==> src/dma_chan_pkg.sv <==
// Constants and types shared by the DMA channel control block.
// Assumes a single 250 MHz clock and an active-high asynchronous reset.
// Notes on behaviour
// At most one transfer request is held pending per channel.
// Peripheral waits for one acknowledge before raising its next request.
// Peripheral counts only transfer-complete strobes as finished cycles.
// Acknowledge marks start of service; complete strobe marks success.
// After retry with a request pending, new requests are ignored until service.
// Acknowledge once per device cycle; dual mode samples requests at boundaries.
// Suspend keeps the channel running but stops new operand service.
// While suspended one request may still become pending.
// Clearing suspend resumes service of the pending request.
// An operand interrupted by halt or relinquish finishes before suspend applies.
// The operand lock holds other channels off until the operand is complete.
// Software abort stops the run, clears running, sets complete and fault.
// Software abort is recorded in the fault code.
// Abort during an interrupted operand waits for normal code, then drops data.
// A falling control line edge sets the transition flag when set as abort.
// Transition flag with abort config kills the run and any bus cycle.
// Starting with the transition flag already set aborts before any operand.
// Address and count contents are undefined after a hardware abort.
// Continue mode reloads count from base; device side stays untouched.
// External logic reports bus exceptions on a three-bit code.
// A retried cycle is repeated with identical address, data and control.
// Suspend and abort bits are sampled at every operand boundary.
package dma_chan_pkg;

  // Bus exception codes
  localparam logic [2:0] EXC_NORMAL  = 3'h0;
  localparam logic [2:0] EXC_HALT    = 3'h1;
  localparam logic [2:0] EXC_BUS_ERR = 3'h2;
  localparam logic [2:0] EXC_RETRY   = 3'h3;
  localparam logic [2:0] EXC_RELINQ  = 3'h4;
  localparam logic [2:0] EXC_RESET   = 3'h7;

  // Fault code values
  localparam logic [4:0] FAULT_NONE     = 5'h00;
  localparam logic [4:0] FAULT_BUS_ERR  = 5'h09;
  localparam logic [4:0] FAULT_SW_ABORT = 5'h11;
  localparam logic [4:0] FAULT_HW_ABORT = 5'h10;

  // Idle levels of the synchronised pins
  localparam logic       REQ_PIN_IDLE = 1'h1;
  localparam logic       CTL_PIN_IDLE = 1'h1;

  localparam int         DATA_W_DEF  = 16;
  localparam int         COUNT_W_DEF = 16;
  localparam int         FIFO_DEPTH  = 8;

  typedef enum logic [2:0] {
    S_IDLE,
    S_ARM,
    S_ISSUE,
    S_CYC,
    S_EXC_WAIT
  } chan_state_t;

endpackage : dma_chan_pkg

==> src/dma_chan_ctrl.sv <==
// Request recognition, suspend and abort control of one DMA channel.
// Assumes a same-clock bus engine that runs each cycle on cyc_req until
// cyc_done, and pins req_n, control line and exception code arriving asynchronously.
`timescale 1ns/100ps
`default_nettype none
module dma_chan_ctrl
  import dma_chan_pkg::*;
#(
  parameter int DATA_W  = DATA_W_DEF,
  parameter int COUNT_W = COUNT_W_DEF
) (
  input  wire logic               clk,
  input  wire logic               rst,
  input  wire logic               req_n,
  input  wire logic               peripheral_control_line_n,
  input  wire logic [2:0]         bus_exception_code,
  input  wire logic               level_request,
  input  wire logic               dual_address,
  input  wire logic               mem_to_dev,
  input  wire logic               ctl_is_abort,
  input  wire logic               start,
  input  wire logic               software_suspend_bit,
  input  wire logic               software_abort_bit,
  input  wire logic               continue_bit,
  input  wire logic               status_clear,
  input  wire logic               transition_clear,
  input  wire logic [COUNT_W-1:0] start_count,
  input  wire logic [COUNT_W-1:0] base_transfer_count,
  input  wire logic               cyc_done,
  input  wire logic [DATA_W-1:0]  rd_data,
  output logic                    cyc_req,
  output logic                    cyc_write,
  output logic                    cyc_to_device,
  output logic                    cyc_kill,
  output logic [DATA_W-1:0]       wr_data,
  output logic                    ack_n,
  output logic                    transfer_complete_strobe_n,
  output logic                    channel_running_flag,
  output logic                    operation_complete_flag,
  output logic                    fault_flag,
  output logic                    control_line_transition_flag,
  output logic [4:0]              fault_code_register,
  output logic                    operand_lock,
  output logic [COUNT_W-1:0]      memory_transfer_count
);
  chan_state_t       state_q;
  logic              phase_q;
  logic              redo_q;
  logic              pend_q;
  logic              ignore_q;
  logic              req_prev_q;
  logic              ctl_prev_q;
  logic              req_lvl;
  logic              ctl_lvl;
  logic [2:0]        exc_s;
  logic              fifo_in_ready;
  logic              fifo_out_valid;
  logic [DATA_W-1:0] fifo_out_data;

  pin_sync #(.W(1), .RST_VAL(REQ_PIN_IDLE)) u_req_sync (
    .clk   (clk),
    .rst   (rst),
    .pin   (req_n),
    .level (req_lvl)
  );
  pin_sync #(.W(1), .RST_VAL(CTL_PIN_IDLE)) u_ctl_sync (
    .clk   (clk),
    .rst   (rst),
    .pin   (peripheral_control_line_n),
    .level (ctl_lvl)
  );
  pin_sync #(.W(3), .RST_VAL(EXC_NORMAL)) u_exc_sync (
    .clk   (clk),
    .rst   (rst),
    .pin   (bus_exception_code),
    .level (exc_s)
  );

  // Cycle outcome decode
  logic exc_ok, exc_rst, in_cyc, end_good, end_retry, end_bus, last_phase;
  assign exc_ok     = (exc_s == EXC_NORMAL);
  assign exc_rst    = (exc_s == EXC_RESET);
  assign in_cyc     = (state_q == S_CYC);
  assign end_good   = in_cyc & cyc_done & (exc_ok | (exc_s == EXC_HALT));
  assign end_retry  = in_cyc & cyc_done & ((exc_s == EXC_RETRY) | (exc_s == EXC_RELINQ));
  assign end_bus    = in_cyc & cyc_done & (exc_s == EXC_BUS_ERR);
  assign last_phase = ~dual_address | phase_q;

  function automatic logic dev_side(input logic dual, input logic ph, input logic m2d);
    dev_side = ~dual | (ph == m2d);
  endfunction : dev_side

  // Termination and progress events
  logic start_go, start_hw_abort, hw_abort, sw_abort, wait_sw_abort;
  logic svc_begin, operand_end, last_operand, finish, any_term, flush;
  assign start_go       = (state_q == S_IDLE) & start;
  assign start_hw_abort = start_go & ctl_is_abort & control_line_transition_flag;
  assign hw_abort       = (state_q != S_IDLE) & ctl_is_abort
                          & control_line_transition_flag;
  assign svc_begin      = (state_q == S_ARM) & pend_q & ~software_suspend_bit
                          & ~software_abort_bit & ~hw_abort & ~exc_rst
                          & (~dual_address | fifo_in_ready);
  // Software aborts take effect at the next operand boundary, or in an exception wait once the code is normal; hardware aborts at once
  assign sw_abort       = (state_q == S_ARM) & software_abort_bit & ~hw_abort & ~exc_rst;
  assign wait_sw_abort  = (state_q == S_EXC_WAIT) & exc_ok & software_abort_bit
                          & ~hw_abort;
  assign operand_end    = end_good & last_phase & ~hw_abort & ~exc_rst;
  assign last_operand   = operand_end & (memory_transfer_count == COUNT_W'(1))
                          & ~continue_bit;
  assign finish         = last_operand;
  assign any_term       = start_hw_abort | hw_abort | sw_abort | wait_sw_abort
                          | (end_bus & ~hw_abort) | (exc_rst & (state_q != S_IDLE));
  assign flush          = any_term;

  // Channel sequencer
  always_ff @(posedge clk or posedge rst) begin
    if (rst) begin
      state_q <= S_IDLE;
      phase_q <= 1'b0;
      redo_q  <= 1'b0;
    end else if (any_term | finish) begin
      state_q <= S_IDLE;
    end else begin
      unique case (state_q)
        S_IDLE: begin
          if (start_go) begin
            state_q <= S_ARM;
            phase_q <= 1'b0;
          end
        end
        S_ARM: begin
          if (svc_begin) begin
            state_q <= S_ISSUE;
            phase_q <= 1'b0;
          end
        end
        S_ISSUE: state_q <= S_CYC;
        S_CYC: begin
          if (end_retry) begin
            state_q <= S_EXC_WAIT;
            redo_q  <= 1'b1;
          end else if (end_good) begin
            // A halted cycle still completed; wait before the next one
            redo_q  <= 1'b0;
            phase_q <= ~last_phase;
            if (exc_s == EXC_HALT) begin
              state_q <= S_EXC_WAIT;
            end else if (last_phase) begin
              state_q <= S_ARM;
            end else begin
              state_q <= S_ISSUE;
            end
          end
        end
        S_EXC_WAIT: begin
          // Suspend is not looked at here, so suspend never stops the operand
          if (exc_ok) begin
            if (redo_q | phase_q) begin
              state_q <= S_ISSUE;
            end else begin
              state_q <= S_ARM;
            end
          end
        end
      endcase
    end
  end

  // Bus cycle drive; redo reuses phase, so address, data and direction repeat
  always_ff @(posedge clk or posedge rst) begin
    if (rst) begin
      cyc_req       <= 1'b0;
      cyc_write     <= 1'b0;
      cyc_to_device <= 1'b0;
      cyc_kill      <= 1'b0;
      ack_n         <= 1'b1;
    end else begin
      cyc_kill <= in_cyc & (hw_abort | exc_rst);
      if (state_q == S_ISSUE & ~any_term) begin
        cyc_req       <= 1'b1;
        cyc_write     <= dual_address ? phase_q : mem_to_dev;
        cyc_to_device <= dev_side(dual_address, phase_q, mem_to_dev);
        ack_n         <= ~dev_side(dual_address, phase_q, mem_to_dev);
      end else if (cyc_done | any_term) begin
        cyc_req <= 1'b0;
        ack_n   <= 1'b1;
      end
    end
  end

  // Success strobe after a device-side cycle ends normally
  always_ff @(posedge clk or posedge rst) begin
    if (rst) begin
      transfer_complete_strobe_n <= 1'b1;
    end else begin
      transfer_complete_strobe_n <= ~(end_good & cyc_to_device & ~hw_abort);
    end
  end

  // Request recognition
  logic req_event, recog_ok;
  assign req_event = level_request ? ~req_lvl : (req_prev_q & ~req_lvl);
  assign recog_ok  = channel_running_flag & ~ignore_q
                     & (~dual_address | (state_q == S_ARM));

  always_ff @(posedge clk or posedge rst) begin
    if (rst) begin
      req_prev_q <= REQ_PIN_IDLE;
      ctl_prev_q <= CTL_PIN_IDLE;
      pend_q     <= 1'b0;
      ignore_q   <= 1'b0;
    end else begin
      req_prev_q <= req_lvl;
      ctl_prev_q <= ctl_lvl;
      if (any_term | finish) begin
        pend_q   <= 1'b0;
        ignore_q <= 1'b0;
      end else begin
        // A new request in the service cycle is kept, never more than one
        if (req_event & recog_ok & (~pend_q | svc_begin)) begin
          pend_q <= 1'b1;
        end else if (svc_begin) begin
          pend_q <= 1'b0;
        end
        if (end_retry & pend_q) begin
          ignore_q <= 1'b1;
        end else if (svc_begin) begin
          ignore_q <= 1'b0;
        end
      end
    end
  end

  // Operand lock keeps the arbiter on this channel across exceptions
  always_ff @(posedge clk or posedge rst) begin
    if (rst) begin
      operand_lock <= 1'b0;
    end else if (svc_begin) begin
      operand_lock <= 1'b1;
    end else if (operand_end | any_term) begin
      operand_lock <= 1'b0;
    end
  end

  // Channel status
  logic clt_set;
  assign clt_set = ctl_prev_q & ~ctl_lvl;

  always_ff @(posedge clk or posedge rst) begin
    if (rst) begin
      channel_running_flag         <= 1'b0;
      operation_complete_flag      <= 1'b0;
      fault_flag                   <= 1'b0;
      control_line_transition_flag <= 1'b0;
      fault_code_register          <= FAULT_NONE;
    end else begin
      // Edge only counts when the line acts as abort; set beats clear
      if (clt_set & ctl_is_abort) begin
        control_line_transition_flag <= 1'b1;
      end else if (transition_clear) begin
        control_line_transition_flag <= 1'b0;
      end
      if (start_go & ~start_hw_abort) begin
        channel_running_flag <= 1'b1;
      end else if (any_term | finish) begin
        channel_running_flag <= 1'b0;
      end
      if (any_term | finish) begin
        operation_complete_flag <= 1'b1;
      end else if (status_clear) begin
        operation_complete_flag <= 1'b0;
      end
      if (any_term & ~exc_rst) begin
        fault_flag <= 1'b1;
      end else if (status_clear) begin
        fault_flag <= 1'b0;
      end
      if (start_hw_abort | hw_abort) begin
        fault_code_register <= FAULT_HW_ABORT;
      end else if (sw_abort | wait_sw_abort) begin
        fault_code_register <= FAULT_SW_ABORT;
      end else if (end_bus) begin
        fault_code_register <= FAULT_BUS_ERR;
      end else if (start_go) begin
        fault_code_register <= FAULT_NONE;
      end
    end
  end

  // Transfer count; left as is on abort, so not meaningful afterwards
  always_ff @(posedge clk or posedge rst) begin
    if (rst) begin
      memory_transfer_count <= '0;
    end else if (start_go) begin
      memory_transfer_count <= start_count;
    end else if (operand_end) begin
      if (memory_transfer_count == COUNT_W'(1) & continue_bit) begin
        memory_transfer_count <= base_transfer_count;
      end else begin
        memory_transfer_count <= memory_transfer_count - COUNT_W'(1);
      end
    end
  end

  // Read data waits in the FIFO for the write half; dropped on abort
  logic push, pop;
  assign push = end_good & dual_address & ~phase_q & ~hw_abort;
  assign pop  = (state_q == S_ISSUE) & dual_address & phase_q & fifo_out_valid;

  op_fifo #(.W(DATA_W), .DEPTH(FIFO_DEPTH)) u_fifo (
    .clk       (clk),
    .rst       (rst),
    .flush     (flush),
    .in_valid  (push),
    .in_ready  (fifo_in_ready),
    .in_data   (rd_data),
    .out_valid (fifo_out_valid),
    .out_ready (pop),
    .out_data  (fifo_out_data)
  );

  always_ff @(posedge clk or posedge rst) begin
    if (rst) begin
      wr_data <= '0;
    end else if (pop) begin
      wr_data <= fifo_out_data;
    end
  end
endmodule : dma_chan_ctrl
`default_nettype wire

==> src/op_fifo.sv <==
// Operand data FIFO between the read and write halves of a dual transfer.
// Assumes one clock; flush empties it in one cycle.
`timescale 1ns/100ps
`default_nettype none
module op_fifo #(
  parameter int W     = 16,
  parameter int DEPTH = 8
) (
  input  wire logic         clk,
  input  wire logic         rst,
  input  wire logic         flush,
  input  wire logic         in_valid,
  output logic              in_ready,
  input  wire logic [W-1:0] in_data,
  output logic              out_valid,
  input  wire logic         out_ready,
  output logic      [W-1:0] out_data
);
  localparam int AW = $clog2(DEPTH);
  logic [W-1:0] mem_q [DEPTH];
  logic [AW-1:0] wr_q;
  logic [AW-1:0] rd_q;
  logic [AW:0]   cnt_q;
  logic          push;
  logic          pop;

  assign in_ready  = (cnt_q != (AW+1)'(DEPTH));
  assign out_valid = (cnt_q != '0);
  assign out_data  = mem_q[rd_q];
  assign push      = in_valid & in_ready;
  assign pop       = out_valid & out_ready;

  function automatic logic [AW-1:0] nxt(input logic [AW-1:0] p);
    nxt = (p == AW'(DEPTH - 1)) ? '0 : p + 1'b1;
  endfunction : nxt

  always_ff @(posedge clk or posedge rst) begin
    if (rst) begin
      wr_q  <= '0;
      rd_q  <= '0;
      cnt_q <= '0;
    end else if (flush) begin
      wr_q  <= '0;
      rd_q  <= '0;
      cnt_q <= '0;
    end else begin
      if (push) wr_q <= nxt(wr_q);
      if (pop) rd_q <= nxt(rd_q);
      cnt_q <= cnt_q + (AW+1)'(push) - (AW+1)'(pop);
    end
  end

  always_ff @(posedge clk) begin
    if (push) mem_q[wr_q] <= in_data;
  end
endmodule : op_fifo
`default_nettype wire

==> src/pin_sync.sv <==
// Three-stage synchroniser with agreement filter for pin inputs.
// Assumes inputs are asynchronous to clk.
`timescale 1ns/100ps
`default_nettype none
module pin_sync #(
  parameter int          W       = 1,
  parameter logic [W-1:0] RST_VAL = '0
) (
  input  wire logic         clk,
  input  wire logic         rst,
  input  wire logic [W-1:0] pin,
  output logic      [W-1:0] level
);
  logic [W-1:0] s1_q;
  logic [W-1:0] s2_q;
  logic [W-1:0] s3_q;

  always_ff @(posedge clk or posedge rst) begin
    if (rst) begin
      s1_q  <= RST_VAL;
      s2_q  <= RST_VAL;
      s3_q  <= RST_VAL;
      level <= RST_VAL;
    end else begin
      s1_q <= pin;
      s2_q <= s1_q;
      s3_q <= s2_q;
      // Accept a change only once two stages agree
      if (s2_q == s3_q) begin
        level <= s3_q;
      end
    end
  end
endmodule : pin_sync
`default_nettype wire
==> config.mk <==
export PLATFORM = sky130hd
export DESIGN_NAME = dma_chan_ctrl
export DESIGN_NICKNAME = d
export VERILOG_FILES = /design/src/dma_chan_pkg.sv /design/src/dma_chan_ctrl.sv /design/src/op_fifo.sv /design/src/pin_sync.sv
export SDC_FILE = /design/constraint.sdc
export NUM_CORES = 1
export LEC_CHECK = 0
export ABC_CLOCK_PERIOD_IN_PS = 3410
export BUFFER_PORTS_ARGS = -buffer_cell sky130_fd_sc_hd__buf_2
export CORE_MARGIN = 8
export CORE_UTILIZATION = 30
export DETAILED_ROUTE_END_ITERATION = 7
export GPL_ROUTABILITY_DRIVEN = 0
export GPL_TIMING_DRIVEN = 0
export SLEW_MARGIN = 20
export SYNTH_ARGS = -nofsm -noshare
export SYNTH_HDL_FRONTEND = slang
export SYNTH_SLANG_ARGS = --single-unit
export TNS_END_PERCENT = 30
==> constraint.sdc <==
create_clock -name clk -period 3.41 [get_ports clk]
set_input_delay 0.5115 -clock clk [delete_from_list [all_inputs] [get_ports clk]]
set_output_delay 0.5115 -clock clk [all_outputs]
set_load 0.01 [all_outputs]
==> summary.txt <==
Placed design
  – Detailed placement HPWL: 16200 microns
  – Port buffer count: 111
  – Setup Slack @ Placement: -0.304 ns

Die
  – Die width: 191 microns
  – Die H: 191 microns
  – Starting density of the core: 30.3%
  – Core Box Area: 30400 sq um
  – Row count: 64
  – Die area: 36600 sq um
  – Io pins: 114

Clock tree
  – Largest buffer count on any clock path: 3
  – CTS root buffer: clkbuf_16
  – CTS clk-pin slew, worst paths: 0.06 ns
  – CTS tree: done
  – H-tree levels: 1
  – Worst skew pair latency: 0.51 ns
  – Num CTS Buffers: 22
  – Clock Sinks: 213

Logic synthesis
  – Cell taking the most area after synthesis: edfxtp_1
  – Post-synthesis register bit count: 213
  – Top_reg_cell synth: edfxtp_1
  – Asr flop ratio synth: 39.9%
  – Register area share after synthesis: 65.0%
  – EDFF count, synth: 128
  – Post-synthesis cell area: 9210 sq um
  – Synthesis Warnings: 0
  – Top-area cell type share of the netlist area: 41.7%
  – Synth Instances: 665
  – Cell variety after synth: 70
  – Post-Syn Area per Cell: 13.9 sq um
  – Top cells by area, synth: edfxtp_1, dfrtp_1, mux4_2, dfstp_2, a21oi_1

Global route
  – Initial antenna violation count: 2
  – GR Overflow Total: 0
  – Maximum number of pins on one net before global-route repair: 62
  – First-pass GRT wire length: 35800 microns
  – Vias in the first global route: 6162
  – Gr usage total: 12.4%

Routing
  – 1st-iter DRT viols: 444
  – Met1 wire length: 10400 microns
  – TritonRoute pass-1 iters: 4
  – DR WL/cell: 18.6 microns
  – DRC Markers: 0
  – Met3 WL post-DR: 1770 microns
  – Post-route ant nets: 0
  – Max layer used: met5
  – Met2 wire length: 10300 microns
  – Drt total wl: 23000 microns
  – Via/cell ratio: 4.97
  – Vias: 6122

Layout
  – Nets: 898
  – ANT cells: 0
  – Share of layout cells above drive strength 1: 28.6%
  – Layout area overhead: 22.0%
  – Commonest non-fill, non-tap cells in the layout: edfxtp_1, buf_2, dfrtp_1, nor2_1, a21oi_1
  – Commonest non-fill, non-tap cell in the layout: edfxtp_1
  – Fill cells: 2985

Hold path
  – Hold endpoint: u_ctl_sync.s1_q
  – Hold Path Depth: 1
  – HP Start: peripheral_control_line_n
  – Min-Delay Path Class: input port to flip-flop

Timing
  – Clk_skew: 0.0121 ns
  – Slew margin rel.: 32.1%
  – Setup ws final: 0.310 ns
  – RSZ-0062 raised after global routing: no
  – Setup violators final: 0
  – Final Max Slew Viols: 0
  – Max Clock Freq: 323 MHz
  – Crit share post-route: 90.9%
  – Tightest Pin Transition: 1.02 ns
  – Setup TNS: 0 ns
  – Crit path time final: 3.10 ns
  – Hold Violations, Final: 0

Pwr
  – Switching power share of the total: 29.3%
  – Pwr/cell area: 619 nW/um^2
  – Psw: 0.00204 W
  – Comb pwr share: 19.8%
  – Worst vdd ir: 0.634 mV
  – Int Power: 0.00492 W
  – Clock power share: 34.0%
  – Sequential power share: 46.1%
  – Leak pwr: 4.18 nW
  – Overall power: 0.00695 W

Setup path
  – CP max FO: 10
  – R2r startpoint: state_q[0]
  – CP Data Arrival Time: 3.48 ns
  – Setup crit end kind: flip-flop
  – Worst setup SP type: flip-flop
  – Reg2Reg Depth: 13
  – Data required, critical path: 3.79 ns
  – Crit path launch: state_q[0]
  – Crit Path Class: flip-flop to flip-flop
  – RR Endpoint: u_fifo.cnt_q[3]
  – Worst R2R Setup Slack: 0.31 ns

Job
  – Max Cap Violations: 0

Outcome
  – Status: complete, no violations
cell families after synthesis:
family	Yosys count	synth area share (%)
flops	213	65.0
simple gates	197	11.1
compound gates	117	8.03
mux	58	10.7
buf+inv	58	2.55
fa+ha+maj	15	2.06
xor+xnor	6	0.571
other cells	1	0.0407
worst max-delay path: stages, from the launching register on:
cell and delay [ns]:
dfrtp_1 0.35, clkbuf_1 0.19, clkbuf_1 0.26, nor2_1 0.13, nand2_1 0.17, a211oi_4 0.42, clkbuf_2 0.37, ha_1 0.20
inv_1 0.07, ha_1 0.30, a21o_1 0.16, a21oi_1 0.17, xnor2_1 0.14, nor2_1 0.05
timing repair:
item / in CTS / in global routing
pin swaps: 1 / 0
gates resized for setup: 2 / 1
gates cloned: 0 / 0
hold buffers: 1 / 0
setup buffers: 3 / 0
endpoints found under the hold margin: 24 / 0
endpoints found under the setup margin: 30 / 3
final cells by class:
class	count	area [sq um]	area share [%]
Sequential cell	213	5990	53.3
Multi-Input combinational cell	395	3060	27.2
Timing Repair Buffer	129	743	6.61
Clock buffer	28	583	5.19
Tap cell	396	495	4.41
Buffer	37	158	1.40
Clock inverter	12	131	1.17
Inverter	21	83.8	0.746
worst max path at each step:
stage | end | slack [ns] | depth (start not counted)
6_report | u_fifo.cnt_q[3] | 0.31 | 13
5_1_grt | u_fifo.cnt_q[2] | 0.04 | 12
4_1_cts | u_fifo.cnt_q[2] | 0.14 | 12
3_5_place_dp | u_fifo.mem_q[1][5] | -0.30 | 8
3_3_place_gp | u_fifo.mem_q[1][6] | -1.64 | 7
2_1_floorplan | u_fifo.mem_q[1][0] | 0.11 | 7
power groups by stage:
stage	clock network, W	registers (W)	logic (W)
6_report	0.00237	0.00321	0.00138
5_1_grt	0.00251	0.00325	0.00154
4_1_cts	0.00243	0.00321	0.00139
3_5_place_dp	0	0.00326	0.00138
3_3_place_gp	0	0.00325	0.00135
2_1_floorplan	0	0.00329	0.000795
Yosys cell counts, types with 2 or more instances:
| library cell | count |
|---|---|
| nand2b_1 | 7 |
| xnor2_1 | 3 |
| nand3b_1 | 2 |
| nand2_1 | 39 |
| mux2i_1 | 21 |
| and3_1 | 4 |
| mux2_1 | 2 |
| ha_1 | 12 |
| a21oi_1 | 43 |
| inv_1 | 21 |
| o2bb2ai_1 | 2 |
| buf_2 | 2 |
| nor3b_1 | 4 |
| nor2b_1 | 3 |
| a22o_1 | 2 |
| a211oi_1 | 10 |
| o221ai_1 | 6 |
| edfxtp_1 | 128 |
| nor3_1 | 15 |
| mux4_2 | 32 |
| mux2_2 | 3 |
| a21o_1 | 5 |
| o211ai_1 | 4 |
| maj3_1 | 2 |
| or4_1 | 13 |
| o21ai_1 | 11 |
| o22ai_1 | 2 |
| nand3_1 | 14 |
| or3_1 | 3 |
| or2_2 | 9 |
| nand4_1 | 5 |
| dfstp_2 | 12 |
| and2_1 | 3 |
| o21ai_0 | 10 |
| buf_4 | 2 |
| clkbuf_1 | 28 |
| or3b_2 | 2 |
| nor2_1 | 57 |
| buf_1 | 4 |
| xor2_1 | 3 |
| a31oi_1 | 7 |
| dfrtp_1 | 73 |
| nor4_1 | 8 |
per-layer routing:
| layer | up-vias | global-route usage (%) |
|---|---|---|
| met3 | 36 | 2.90 |
| met1 | 3036 | 17.2 |
| li1 | 2840 | - |
| met5 | - | 0 |
| met2 | 206 | 19.4 |
| met4 | 4 | 2.90 |
metrics by stage:
step                hold slack [ns]  area (sq um)  utilization [%]  std cells
finish                        0.104         11200             36.9       1231
global route                 0.0875         11200             36.9       1231
CTS                          0.0842         11200             36.9       1231
detailed placement            0.343         10500             34.4       1187
global placement              0.339         10300             33.8       1173
floorplan                     0.331          9220                -        666
state kept, by name, indices dropped and copies added, names as in the netlist, 3 cells and up:
register / cells
u_exc_sync.s3_q: 3
u_fifo.rd_q: 3
u_exc_sync.s2_q: 3
state_q: 3
u_fifo.wr_q: 3
fault_code_register: 3
wr_data: 16
u_exc_sync.level: 3
u_fifo.mem_q: 128
u_fifo.cnt_q: 4
memory_transfer_count: 16
u_exc_sync.s1_q: 3
(Power assumes the default switching activity.)
